[config.mk]
export PLATFORM = sky130hd
export DESIGN_NAME = qasc_serial_ctrl
export DESIGN_NICKNAME = d
export VERILOG_FILES = /design/src/inc/qasc_pkg.sv /design/src/design/qasc_serial_ctrl.sv
export SDC_FILE = /design/constraint.sdc
export NUM_CORES = 1
export LEC_CHECK = 0
export BUFFER_PORTS_ARGS = -buffer_cell sky130_fd_sc_hd__buf_2
export CAP_MARGIN = 20
export CORE_ASPECT_RATIO = 1.75
export CORE_MARGIN = 1.5
export CORE_UTILIZATION = 52
export DETAILED_ROUTE_END_ITERATION = 10
export PLACE_DENSITY_LB_ADDON = 0.25
export SKIP_CTS_REPAIR_TIMING = 1
export SYNTH_ARGS = -nofsm -noshare
export SYNTH_HDL_FRONTEND = slang
export SYNTH_SLANG_ARGS = --single-unit
[constraint.sdc]
create_clock -name clock -period 2.4 [get_ports clock]
set_clock_uncertainty 0.2 [all_clocks]
set_input_delay 0.36 -clock clock [delete_from_list [all_inputs] [get_ports clock]]
set_output_delay 0.36 -clock clock [all_outputs]
set_load 0.05 [all_outputs]
[src/inc/qasc_pkg.sv]
// Constants and types of the four-input converter serial control block
// ---------------------------------------------------------------------
// ---------------------------------------------------------------------
package qasc_pkg;

    // ---------------------------------------------------------------------
    // Frame and word geometry
    // ---------------------------------------------------------------------
    localparam int RESULT_W = 12;
    localparam int SLOT_CLKS = 16;
    localparam int CTRL_W = 8;
    localparam int TRACK_CLKS = 3;
    localparam int MSB_FALL = 4;

    // Control word field positions
    localparam int CHAN_LOW_POS = 3;
    localparam int CHAN_MID_POS = 4;
    localparam int CHAN_TOP_POS = 5;

    // Index widths and counter constants
    localparam int FIDX_W = 5;
    localparam int RIDX_W = 4;
    localparam logic [FIDX_W-1:0] FIDX_NONE = 5'h00;
    localparam logic [FIDX_W-1:0] FIDX_FIRST = 5'h01;
    localparam logic [FIDX_W-1:0] FIDX_TRACK_LAST = 5'h03;
    localparam logic [FIDX_W-1:0] FIDX_MSB = 5'h04;
    localparam logic [FIDX_W-1:0] FIDX_LAST = 5'h10;
    localparam logic [RIDX_W-1:0] RIDX_FIRST = 4'h0;
    localparam logic [RIDX_W-1:0] RIDX_CTRL_END = 4'h8;
    localparam logic [RIDX_W-1:0] RIDX_LAST = 4'hf;

    // Reset values
    localparam logic [1:0] CHAN_DEFAULT = 2'h0;
    localparam logic [CTRL_W-1:0] CTRL_RESET = 8'h00;

    // Synchroniser bit positions and idle levels of the pins
    localparam int PIN_CS = 0;
    localparam int PIN_SCLK = 1;
    localparam int PIN_DIN = 2;
    localparam logic [2:0] PINS_IDLE = 3'h1;

    // Host-side clock ceiling, kept for reference by the bench
    localparam real SCLK_MAX_MHZ = 3.2;

    // ---------------------------------------------------------------------
    // Types
    // ---------------------------------------------------------------------
    // Codes of the four analog inputs as delivered by the converter core
    typedef struct packed {
        logic [RESULT_W-1:0] analog_input_4;
        logic [RESULT_W-1:0] analog_input_3;
        logic [RESULT_W-1:0] analog_input_2;
        logic [RESULT_W-1:0] analog_input_1;
    } qasc_inputs_type;

    // Phase of the current 16-clock slot
    typedef enum logic [1:0] {
        QASC_IDLE,
        QASC_TRACK,
        QASC_CONVERT,
        QASC_SLEEP
    } qasc_phase_type;

endpackage : qasc_pkg

[src/design/qasc_serial_ctrl.sv]
// Serial control and readout of a four-input 12-bit converter
module qasc_serial_ctrl
    import qasc_pkg::*;
#(
    parameter int RES_W = RESULT_W,
    parameter int SLOT_LEN = SLOT_CLKS
)
(
    // Clock and reset
    input wire logic clock,
    input wire logic srst,
    // Serial pins from the host
    input wire logic cs_n,
    input wire logic sclk,
    input wire logic din,
    // Serial output pin, three-state: data and its enable
    output logic dout,
    output logic dout_oe,
    // Converter core codes
    input wire qasc_inputs_type conv_codes,
    // Status to the rest of the device
    output logic powered,
    output logic tracking,
    output logic [1:0] active_channel,
    output logic [CTRL_W-1:0] channel_select_control,
    output logic [RES_W-1:0] last_result,
    output logic result_valid
);

    // ---------------------------------------------------------------------
    // Elaboration checks
    // ---------------------------------------------------------------------
    // The counters and shifter are sized for the documented geometry only
    if (RES_W != RESULT_W || SLOT_LEN != SLOT_CLKS)
    begin : gen_bad_geometry
        $error("qasc_serial_ctrl supports only 12-bit results in 16-clock slots");
    end

    // ---------------------------------------------------------------------
    // Pin synchronisers
    // ---------------------------------------------------------------------
    logic [2:0] pins_raw;
    logic [2:0] pins_meta_ff;
    logic [2:0] pins_sync_ff;
    logic cs_prev_ff;
    logic sclk_prev_ff;

    assign pins_raw = {din, sclk, cs_n};

    // Two flops per pin; the first is read only by the second
    for (genvar i = 0; i < 3; i++)
    begin : gen_sync
        always_ff @(posedge clock)
        begin
            if (srst)
            begin
                pins_meta_ff[i] <= PINS_IDLE[i];
                pins_sync_ff[i] <= PINS_IDLE[i];
            end
            else
            begin
                pins_meta_ff[i] <= pins_raw[i];
                pins_sync_ff[i] <= pins_meta_ff[i];
            end
        end
    end

    // Previous synchronised levels for edge detection
    always_ff @(posedge clock)
    begin
        if (srst)
        begin
            cs_prev_ff <= PINS_IDLE[PIN_CS];
            sclk_prev_ff <= PINS_IDLE[PIN_SCLK];
        end
        else
        begin
            cs_prev_ff <= pins_sync_ff[PIN_CS];
            sclk_prev_ff <= pins_sync_ff[PIN_SCLK];
        end
    end

    // ---------------------------------------------------------------------
    // Edge decode
    // ---------------------------------------------------------------------
    wire cs_low = ~pins_sync_ff[PIN_CS];
    wire din_sync = pins_sync_ff[PIN_DIN];
    wire frame_open = cs_prev_ff & cs_low;
    // Clock edges count only inside a frame; chip select gates the clock off
    wire sclk_rise = cs_low & ~cs_prev_ff & ~sclk_prev_ff & pins_sync_ff[PIN_SCLK];
    wire sclk_fall = cs_low & ~cs_prev_ff & sclk_prev_ff & ~pins_sync_ff[PIN_SCLK];
    // Chip select falling onto a low clock acts as the first falling edge
    wire open_low = frame_open & ~pins_sync_ff[PIN_SCLK];
    // Chip select falling together with the clock also lands here: next rise is first
    wire fall_event = sclk_fall | open_low;

    // ---------------------------------------------------------------------
    // Slot counters
    // ---------------------------------------------------------------------
    logic [FIDX_W-1:0] fidx_ff;
    logic [FIDX_W-1:0] nxt_fidx;
    logic [RIDX_W-1:0] ridx_ff;
    logic [RIDX_W-1:0] nxt_ridx;

    // Falling-edge index of the slot: 0 none yet, 1..16 after that edge
    assign nxt_fidx = frame_open ? (open_low ? FIDX_FIRST : FIDX_NONE) :
                      ~cs_low ? FIDX_NONE :
                      ~sclk_fall ? fidx_ff :
                      (fidx_ff == FIDX_LAST) ? FIDX_FIRST :
                      fidx_ff + FIDX_FIRST;

    // Rising-edge index: restarts at each frame and wraps after the 16th
    assign nxt_ridx = (frame_open | ~cs_low) ? RIDX_FIRST :
                      ~sclk_rise ? ridx_ff :
                      (ridx_ff == RIDX_LAST) ? RIDX_FIRST :
                      ridx_ff + 4'h1;

    always_ff @(posedge clock)
    begin
        if (srst)
        begin
            fidx_ff <= FIDX_NONE;
            ridx_ff <= RIDX_FIRST;
        end
        else
        begin
            fidx_ff <= nxt_fidx;
            ridx_ff <= nxt_ridx;
        end
    end

    // ---------------------------------------------------------------------
    // Slot phase
    // ---------------------------------------------------------------------
    qasc_phase_type phase;

    // Power follows the falling edges: on from the 1st, off after the 16th
    always_comb
    begin
        priority case (1'b1)
            ~cs_low: phase = QASC_IDLE;
            (nxt_fidx == FIDX_NONE): phase = QASC_SLEEP;
            (nxt_fidx == FIDX_LAST): phase = QASC_SLEEP;
            (nxt_fidx <= FIDX_TRACK_LAST): phase = QASC_TRACK;
            default: phase = QASC_CONVERT;
        endcase
    end

    wire nxt_powered = (phase == QASC_TRACK) | (phase == QASC_CONVERT);
    wire nxt_tracking = (phase == QASC_TRACK);

    // ---------------------------------------------------------------------
    // Control word capture
    // ---------------------------------------------------------------------
    logic [CTRL_W-1:0] ctrl_shift_ff;
    logic [CTRL_W-1:0] ctrl_word_ff;
    logic [1:0] chan_ff;
    logic [1:0] chan_next_ff;

    wire ctrl_bit_take = sclk_rise & (ridx_ff < RIDX_CTRL_END);
    wire ctrl_done = sclk_rise & (ridx_ff == RIDX_CTRL_END - 4'h1);
    wire [CTRL_W-1:0] ctrl_full = {ctrl_shift_ff[CTRL_W-2:0], din_sync};
    // Only the low two channel bits matter; top bit and don't-care bits dropped
    wire [1:0] ctrl_chan = {ctrl_full[CHAN_MID_POS], ctrl_full[CHAN_LOW_POS]};
    wire slot_end = sclk_rise & (ridx_ff == RIDX_LAST);

    // Shift MSB first on the first eight rises of each slot
    always_ff @(posedge clock)
    begin
        if (srst)
        begin
            ctrl_shift_ff <= CTRL_RESET;
        end
        else if (ctrl_bit_take)
        begin
            ctrl_shift_ff <= ctrl_full;
        end
    end

    // Whole word visible once its eighth bit is in
    always_ff @(posedge clock)
    begin
        if (srst)
        begin
            ctrl_word_ff <= CTRL_RESET;
        end
        else if (ctrl_done)
        begin
            ctrl_word_ff <= ctrl_full;
        end
    end

    // The word picks the channel of the following slot, so it is held pending
    always_ff @(posedge clock)
    begin
        if (srst)
        begin
            chan_next_ff <= CHAN_DEFAULT;
        end
        else if (ctrl_done)
        begin
            chan_next_ff <= ctrl_chan;
        end
    end

    // Active channel moves on at the end of each full slot
    always_ff @(posedge clock)
    begin
        if (srst)
        begin
            chan_ff <= CHAN_DEFAULT;
        end
        else if (slot_end)
        begin
            chan_ff <= chan_next_ff;
        end
    end

    // ---------------------------------------------------------------------
    // Sample and result shifter
    // ---------------------------------------------------------------------
    logic [RES_W-1:0] code_sel;
    logic [RES_W-1:0] out_shift_ff;
    logic [RES_W-1:0] result_ff;
    logic result_valid_ff;

    // Input multiplexer of the track switch
    always_comb
    begin
        unique case (chan_ff)
            2'h0: code_sel = conv_codes.analog_input_1;
            2'h1: code_sel = conv_codes.analog_input_2;
            2'h2: code_sel = conv_codes.analog_input_3;
            2'h3: code_sel = conv_codes.analog_input_4;
        endcase
    end

    // Hold starts on the 4th falling edge: the code is frozen there
    wire hold_start = sclk_fall & (nxt_fidx == FIDX_MSB);
    wire shift_on = sclk_fall & (nxt_fidx > FIDX_MSB);

    always_ff @(posedge clock)
    begin
        if (srst)
        begin
            out_shift_ff <= '0;
        end
        else if (hold_start)
        begin
            out_shift_ff <= code_sel;
        end
        else if (shift_on)
        begin
            out_shift_ff <= {out_shift_ff[RES_W-2:0], 1'b0};
        end
    end

    // Captured result and a one-cycle strobe when it is taken
    always_ff @(posedge clock)
    begin
        if (srst)
        begin
            result_ff <= '0;
            result_valid_ff <= 1'b0;
        end
        else
        begin
            result_valid_ff <= hold_start;
            if (hold_start)
            begin
                result_ff <= code_sel;
            end
        end
    end

    // ---------------------------------------------------------------------
    // Serial output
    // ---------------------------------------------------------------------
    logic dout_ff;
    logic dout_oe_ff;

    // Zeros lead the MSB; data bits change on falling edges for host rise sampling
    wire nxt_dout = ~cs_low ? 1'b0 :
                    hold_start ? code_sel[RES_W-1] :
                    shift_on ? out_shift_ff[RES_W-2] :
                    (fall_event & (nxt_fidx < FIDX_MSB)) ? 1'b0 :
                    dout_ff;

    always_ff @(posedge clock)
    begin
        if (srst)
        begin
            dout_ff <= 1'b0;
            dout_oe_ff <= 1'b0;
        end
        else
        begin
            dout_ff <= nxt_dout;
            dout_oe_ff <= cs_low;
        end
    end

    // ---------------------------------------------------------------------
    // Status registers
    // ---------------------------------------------------------------------
    logic powered_ff;
    logic tracking_ff;

    // Power state tracks chip select and the slot phase
    always_ff @(posedge clock)
    begin
        if (srst)
        begin
            powered_ff <= 1'b0;
            tracking_ff <= 1'b0;
        end
        else
        begin
            powered_ff <= nxt_powered;
            tracking_ff <= nxt_tracking;
        end
    end

    // ---------------------------------------------------------------------
    // Outputs, all straight from flops
    // ---------------------------------------------------------------------
    assign dout = dout_ff;
    assign dout_oe = dout_oe_ff;
    assign powered = powered_ff;
    assign tracking = tracking_ff;
    assign active_channel = chan_ff;
    assign channel_select_control = ctrl_word_ff;
    assign last_result = result_ff;
    assign result_valid = result_valid_ff;

endmodule : qasc_serial_ctrl

## Word-level counts from Yosys, hierarchy flattened

Cells that the tools add are included.

| operators by class | value |
|---|---|
| order comparisons | 4 |
| reductions and logical operators | 6 |
| equal/unequal tests | 10 |
| add/subtract/negate cells | 2 |
| muxes and demuxes | 16 |
| bitwise logic cells | 20 |

Operator list:

| operator | number |
|---|---|
| case mux 12 bit (4 select lines) | 1 |
| two-way mux 11 bit | 2 |
| two-way mux 5 bit | 4 |
| bitwise AND 1 bit | 13 |
| == test 5 bit, second input constant | 2 |
| two-way mux 2 bit | 4 |
| == test 2 bit, second input constant | 3 |
| adder 5 x 1 -> 5 bit, second input constant | 1 |
| == test 5 x 3 -> 1 bit, second input constant | 1 |
| greater-than comparator 5 x 3 -> 1 bit, second input constant | 1 |
| <= comparator 5 x 2 -> 1 bit, second input constant | 1 |
| zero test 5 bit | 1 |
| less-than comparator 5 x 3 -> 1 bit, second input constant | 1 |
| adder 4 x 1 -> 4 bit, second input constant | 1 |
| == test 2 x 1 -> 1 bit, second input constant | 2 |
| == test 4 x 3 -> 1 bit, second input constant | 1 |
| == test 4 bit, second input constant | 1 |
| less-than comparator 4 bit, second input constant | 1 |
| two-way mux 1 bit | 4 |
| two-way mux 4 bit | 1 |
| NOT 1 bit | 4 |
| OR reduction 2 bit | 2 |
| OR 1 bit | 3 |
| nonzero test 3 bit | 1 |
| other kinds (2) | 2 |

| storage, ports and cells | value |
|---|---|
| output and inout port bits | 27 |
| logic and storage cells | 79 |
| register bits after elaboration | 64 |

## Depth between registers and ports, before layout

| logic depth | value |
|---|---|
| depth after elaboration | 14 |
| mapped depth | 10 |
| gate-level depth less buffers | 10 |

## Worst setup path after synthesis

No wires, ideal clock.

| timing path | value |
|---|---|
| path type | flip-flop to flip-flop |
| from | reg fidx_ff[0] |
| to | reg powered_ff, in the netlist powered |
| path buffers | 0 |
| clock period less this slack | 2.178 ns |
| path slack | 0.222 ns |
| data arrival time | 1.912 ns |
| stages on the path, launching flop included | 11 |
| required time | 2.133 ns |
| cell sequence | dfxtp_1 -> inv_1 -> ha_1 -> and4bb_1 -> nor4_2 -> o32ai_1 -> nand2_1 -> a31oi_1 -> a211oi_1 -> ha_1 -> nor2_1 |

| between the ends | value |
|---|---|
| cells in the longest elaborated chain, start to end | 12 |

Ends and longest elaborated chain:

| what | line | source |
|---|---|---|
| start: declaration | qasc_serial_ctrl.sv:100 | `logic [FIDX_W-1:0] fidx_ff;` |
| start signal: assignment | qasc_serial_ctrl.sv:127 | `fidx_ff <= nxt_fidx;` |
| adder 5 x 1 -> 5 bit / == test 5 bit (equally long branches) | qasc_serial_ctrl.sv:110, qasc_serial_ctrl.sv:109 |  |
| two-way mux 5 bit | qasc_serial_ctrl.sv:109 | `(fidx_ff == FIDX_LAST) ? FIDX_FIRST :` |
| two-way mux 5 bit (*) | qasc_serial_ctrl.sv:108 | `~sclk_fall ? fidx_ff :` |
| two-way mux 5 bit (*) | qasc_serial_ctrl.sv:107 | `~cs_low ? FIDX_NONE :` |
| two-way mux 5 bit (*) | qasc_serial_ctrl.sv:106 | `assign nxt_fidx = frame_open ? (open_low ? FIDX_FIRST : FIDX_NONE) :` |
| <= comparator 5 x 2 -> 1 bit | qasc_serial_ctrl.sv:144 | `(nxt_fidx <= FIDX_TRACK_LAST): phase = QASC_TRACK;` |
| two-way mux 2 bit (2 in a row) | qasc_serial_ctrl.sv:140 | `priority case (1'b1)` |
| two-way mux 2 bit (*) (2 in a row) | qasc_serial_ctrl.sv:140 |  |
| == test 2 x 1 -> 1 bit / == test 2 bit (equally long branches) | qasc_serial_ctrl.sv:149 | `wire nxt_powered = (phase == QASC_TRACK) \| (phase == QASC_CONVERT);` |
| OR 1 bit (*) | qasc_serial_ctrl.sv:149 |  |
| end signal: assignment | qasc_serial_ctrl.sv:319 | `powered_ff <= nxt_powered;` |
| end: declaration | qasc_serial_ctrl.sv:306 | `logic powered_ff;` |

Every way passes the cells marked *; elsewhere a longest branch is shown, timed or not.
A chain may end at the register's enable or synchronous reset.

## Worst setup path after layout

| timing path | value |
|---|---|
| from | reg fidx_ff[0] |
| to | reg out_shift_ff[9] |

| between the ends | value |
|---|---|
| cells in the longest elaborated chain, start to end | 8 |

Ends and longest elaborated chain:

| what | line | source |
|---|---|---|
| adder 5 x 1 -> 5 bit / == test 5 bit (equally long branches) | qasc_serial_ctrl.sv:110, qasc_serial_ctrl.sv:109 |  |
| two-way mux 5 bit | qasc_serial_ctrl.sv:109 |  |
| two-way mux 5 bit (*) | qasc_serial_ctrl.sv:108 |  |
| two-way mux 5 bit (*) | qasc_serial_ctrl.sv:107 |  |
| two-way mux 5 bit (*) | qasc_serial_ctrl.sv:106 |  |
| greater-than comparator 5 x 3 -> 1 bit / == test 5 x 3 -> 1 bit (equally long branches) | qasc_serial_ctrl.sv:240, qasc_serial_ctrl.sv:239 |  |
| bitwise AND 1 bit (on tied branches) | qasc_serial_ctrl.sv:240, qasc_serial_ctrl.sv:239 |  |
| nonzero test 2 bit (no line) / two-way mux 11 bit (equally long branches) | -- |  |
| end signal: assignment | qasc_serial_ctrl.sv:250 | `out_shift_ff <= code_sel;` |
| end signal: assignment | qasc_serial_ctrl.sv:254 | `out_shift_ff <= {out_shift_ff[RES_W-2:0], 1'b0};` |
| end: declaration | qasc_serial_ctrl.sv:223 | `logic [RES_W-1:0] out_shift_ff;` |

Marks and branches as above.

==> impl_metrics.ini <==
[outcome]
outcome = finished with violations
violations = setup timing

[global_routing]
grt_pass1_wl_mm = 10.2
antenna_found_initial = 0
grt_overflow = 0
grt_pass1_vias = 2455
track_usage = 0.227
grt_start_max_net_pins = 34

[worst_hold_path]
whs_endpoint = pins_meta_ff[2]
hold_class = input pin to register
hold_path_startpoint = din
holdPathStages = 2

[timing]
hold_viol = 0
slew_viol_final = 0
finalCriticalPeriod_ns = 2.42
fin_crit_sh = 1.01
timing.final.ws_setup_ns = -0.0165
rsz0062_at_grt = true
tightest_slew_ns = 0.610
setup_viol = 3
slew_headroom = 0.593
fmax_mhz = 414

[setup_path]
r2r_end = out_shift_ff[9]
cp_max_fo = 6
critPathLaunchType = register
r2r_slack_ns = -0.02
arrival_ns = 2.43
critPathKind = register to register
rr_worst_depth = 10
r2r-start = fidx_ff[0]
cp_data_required_time_ns = 2.41
endpoint_kind = register

[logic_synthesis]
synth_seq_cells = 62
synth_cell_type_count = 48
synth-main-ff-cell = dfxtp_1
synthArstFlopShare = 0
synth_area_um2 = 2820
yosysSeqAreaShare = 0.440
ys.warnings.count = 0
syn_nets = 349
avgSynthCellArea_um2 = 9.65
synth_cells = 292
synth_edf_count = 0

[clock_network]
ctsHtreeMaxLevel = 3
cts_root_buf = clkbuf_8
cts.sinks = 62
clkLatencyLatePin_ns = 0.35
clk_pin_slew_ns = 0.07
cts_tree = built
cts_buffer_depth = 2
cts_made_buffers = 9

[job]
drv_cap = 0

[routing]
vias_per_cell = 5.79
finalWirelength_mm = 7.05
wl_per_cell_um = 15.9
firstDrtPassIters = 4
drt_first_iter_violations = 94
vias = 2560
drc = 0
ant_nets = 0

[power_and_ir_drop]
p_per_area_nw_per_um2 = 561
finalPower_mw = 2.11
p_leak_nw = 1.49
peakVddDrop_mv = 0.413

[final_layout]
most-common-layout-cells = 79 x buf_2, 59 x dfxtp_1, 36 x nor2_1, 32 x nand2_1, 19 x a21oi_1
antennaDiodeCount = 0
layout_commonest_cell = buf_2
multi_input_area_um2 = 1620
nets = 439
nFillCells = 418
fin_util = 0.714
drive_gt1_frac = 0.437
fin_cells = 442
seqCellArea_um2 = 1250
synthToLayoutAreaGrowth_pct = 33.2

[place]
pre_cts_slack_ns = 0.0690
dpl.hpwl_mm = 4.65
gp_congestion = 0.922
dp.cells = 418
io_buffers = 79

[floorplanning]
die_height_um = 100
core_area_um2 = 5260
start_util = 0.536
ios = 80
fp-row-count = 35
die_w_um = 58.6
die_area_um2 = 5890
-- registers in the layout, indices dropped and copies added, names as in the netlist --
| register | count |
|---|---|
| dout | 1 |
| sclk_prev_ff | 1 |
| result_valid | 1 |
| powered | 1 |
| last_result | 12 |
| cs_prev_ff | 1 |
| dout_oe | 1 |
| pins_sync_ff | 2 |
| tracking | 1 |
| fidx_ff | 5 |
| ridx_ff | 4 |
| channel_select_control | 8 |
| din_sync | 1 |
| active_channel | 2 |
| out_shift_ff | 11 |
| pins_meta_ff | 3 |
| ctrl_shift_ff | 7 |
-- worst max-delay path, cell delays in order, from the launching register on --
cell	delay (ns)
dfxtp_4	0.38
inv_4	0.05
ha_4	0.15
and4bb_2	0.26
nor4_4	0.35
buf_4	0.19
nand2_4	0.05
or2_4	0.32
clkbuf_16	0.19
nand2_4	0.06
a311oi_2	0.08
-- logic make-up after synthesis --
kind of cell	Yosys count	share of synthesized area
fa+ha+maj	4	0.0178
buf+inv	24	0.0395
mux	29	0.156
xor+xnor	2	0.00622
simple gates	134	0.249
flops	62	0.440
compound gates	37	0.0910
-- area by class of cell --
cell class | count | share of cell area
Sequential cell | 62 | 0.332
Tap cell | 55 | 0.0183
Clock inverter | 6 | 0.0187
Clock buffer | 10 | 0.0367
Timing Repair Buffer | 97 | 0.157
Inverter | 6 | 0.00667
Multi-Input combinational cell | 206 | 0.431
-- worst max-delay path by stage --
stage	from	to	slack, ns	depth (start not counted)
after floorplan	fidx_ff[0]	powered	0.22	10
after global routing	fidx_ff[0]	out_shift_ff[9]	-0.09	10
after global placement	fidx_ff[1]	powered	0.14	10
after detailed placement	fidx_ff[0]	out_shift_ff[10]	0.07	10
final	fidx_ff[0]	out_shift_ff[9]	-0.02	10
after CTS	fidx_ff[0]	out_shift_ff[10]	0.05	10
-- power breakdown --
part	switching, mW	total (mW)	leakage, nW	internal, mW
combinational	0.0522	0.109	0.895	0.0573
sequential	0.00777	1.04	0.503	1.04
clock	0.442	0.955	0.0951	0.513
total	0.502	2.11	1.49	1.61
-- per-layer routing --
metal,part of all wire,routed length [um],up-vias,track usage
li1,-,-,1209,-
met1,0.38,2640,1238,0.238
met2,0.55,3850,89,0.404
met3,0.046,322,24,0.0412
met4,0.033,231,0,0.142
met5,0,0,-,0
-- synthesized netlist by cell type, drive strengths merged (2+ instances only) --
master   count  area (um2)
nor2b        7        43.8
a31oi        2        12.5
o21ai        3        15.0
inv          6        22.5
ha           4        50.1
nand2       36         135
nand3        2        10.0
nand3b       4        30.0
or2          3        18.8
clkbuf       7        26.3
dfxtp       62        1240
buf         11        62.6
nand4        3        25.0
a21oi       19        95.1
a311oi       2        23.8
nor3        10        50.1
nor4        12         131
nor2        48         190
a2bb2oi      2        23.8
or3          3        18.8
mux4        12         270
mux2i       17         170
-- metrics by stage --
stage	hold slack (ns)	TNS, ns	instance area [um2]
after CTS	-0.00439	0	3480
after global placement	0.190	0	3270
after global routing	0.0190	-1.20	3750
after floorplan	0.189	0	2820
final	0.0226	-0.0353	3750
after detailed placement	0.201	0	3270
Power figures use the tool's default switching activity.
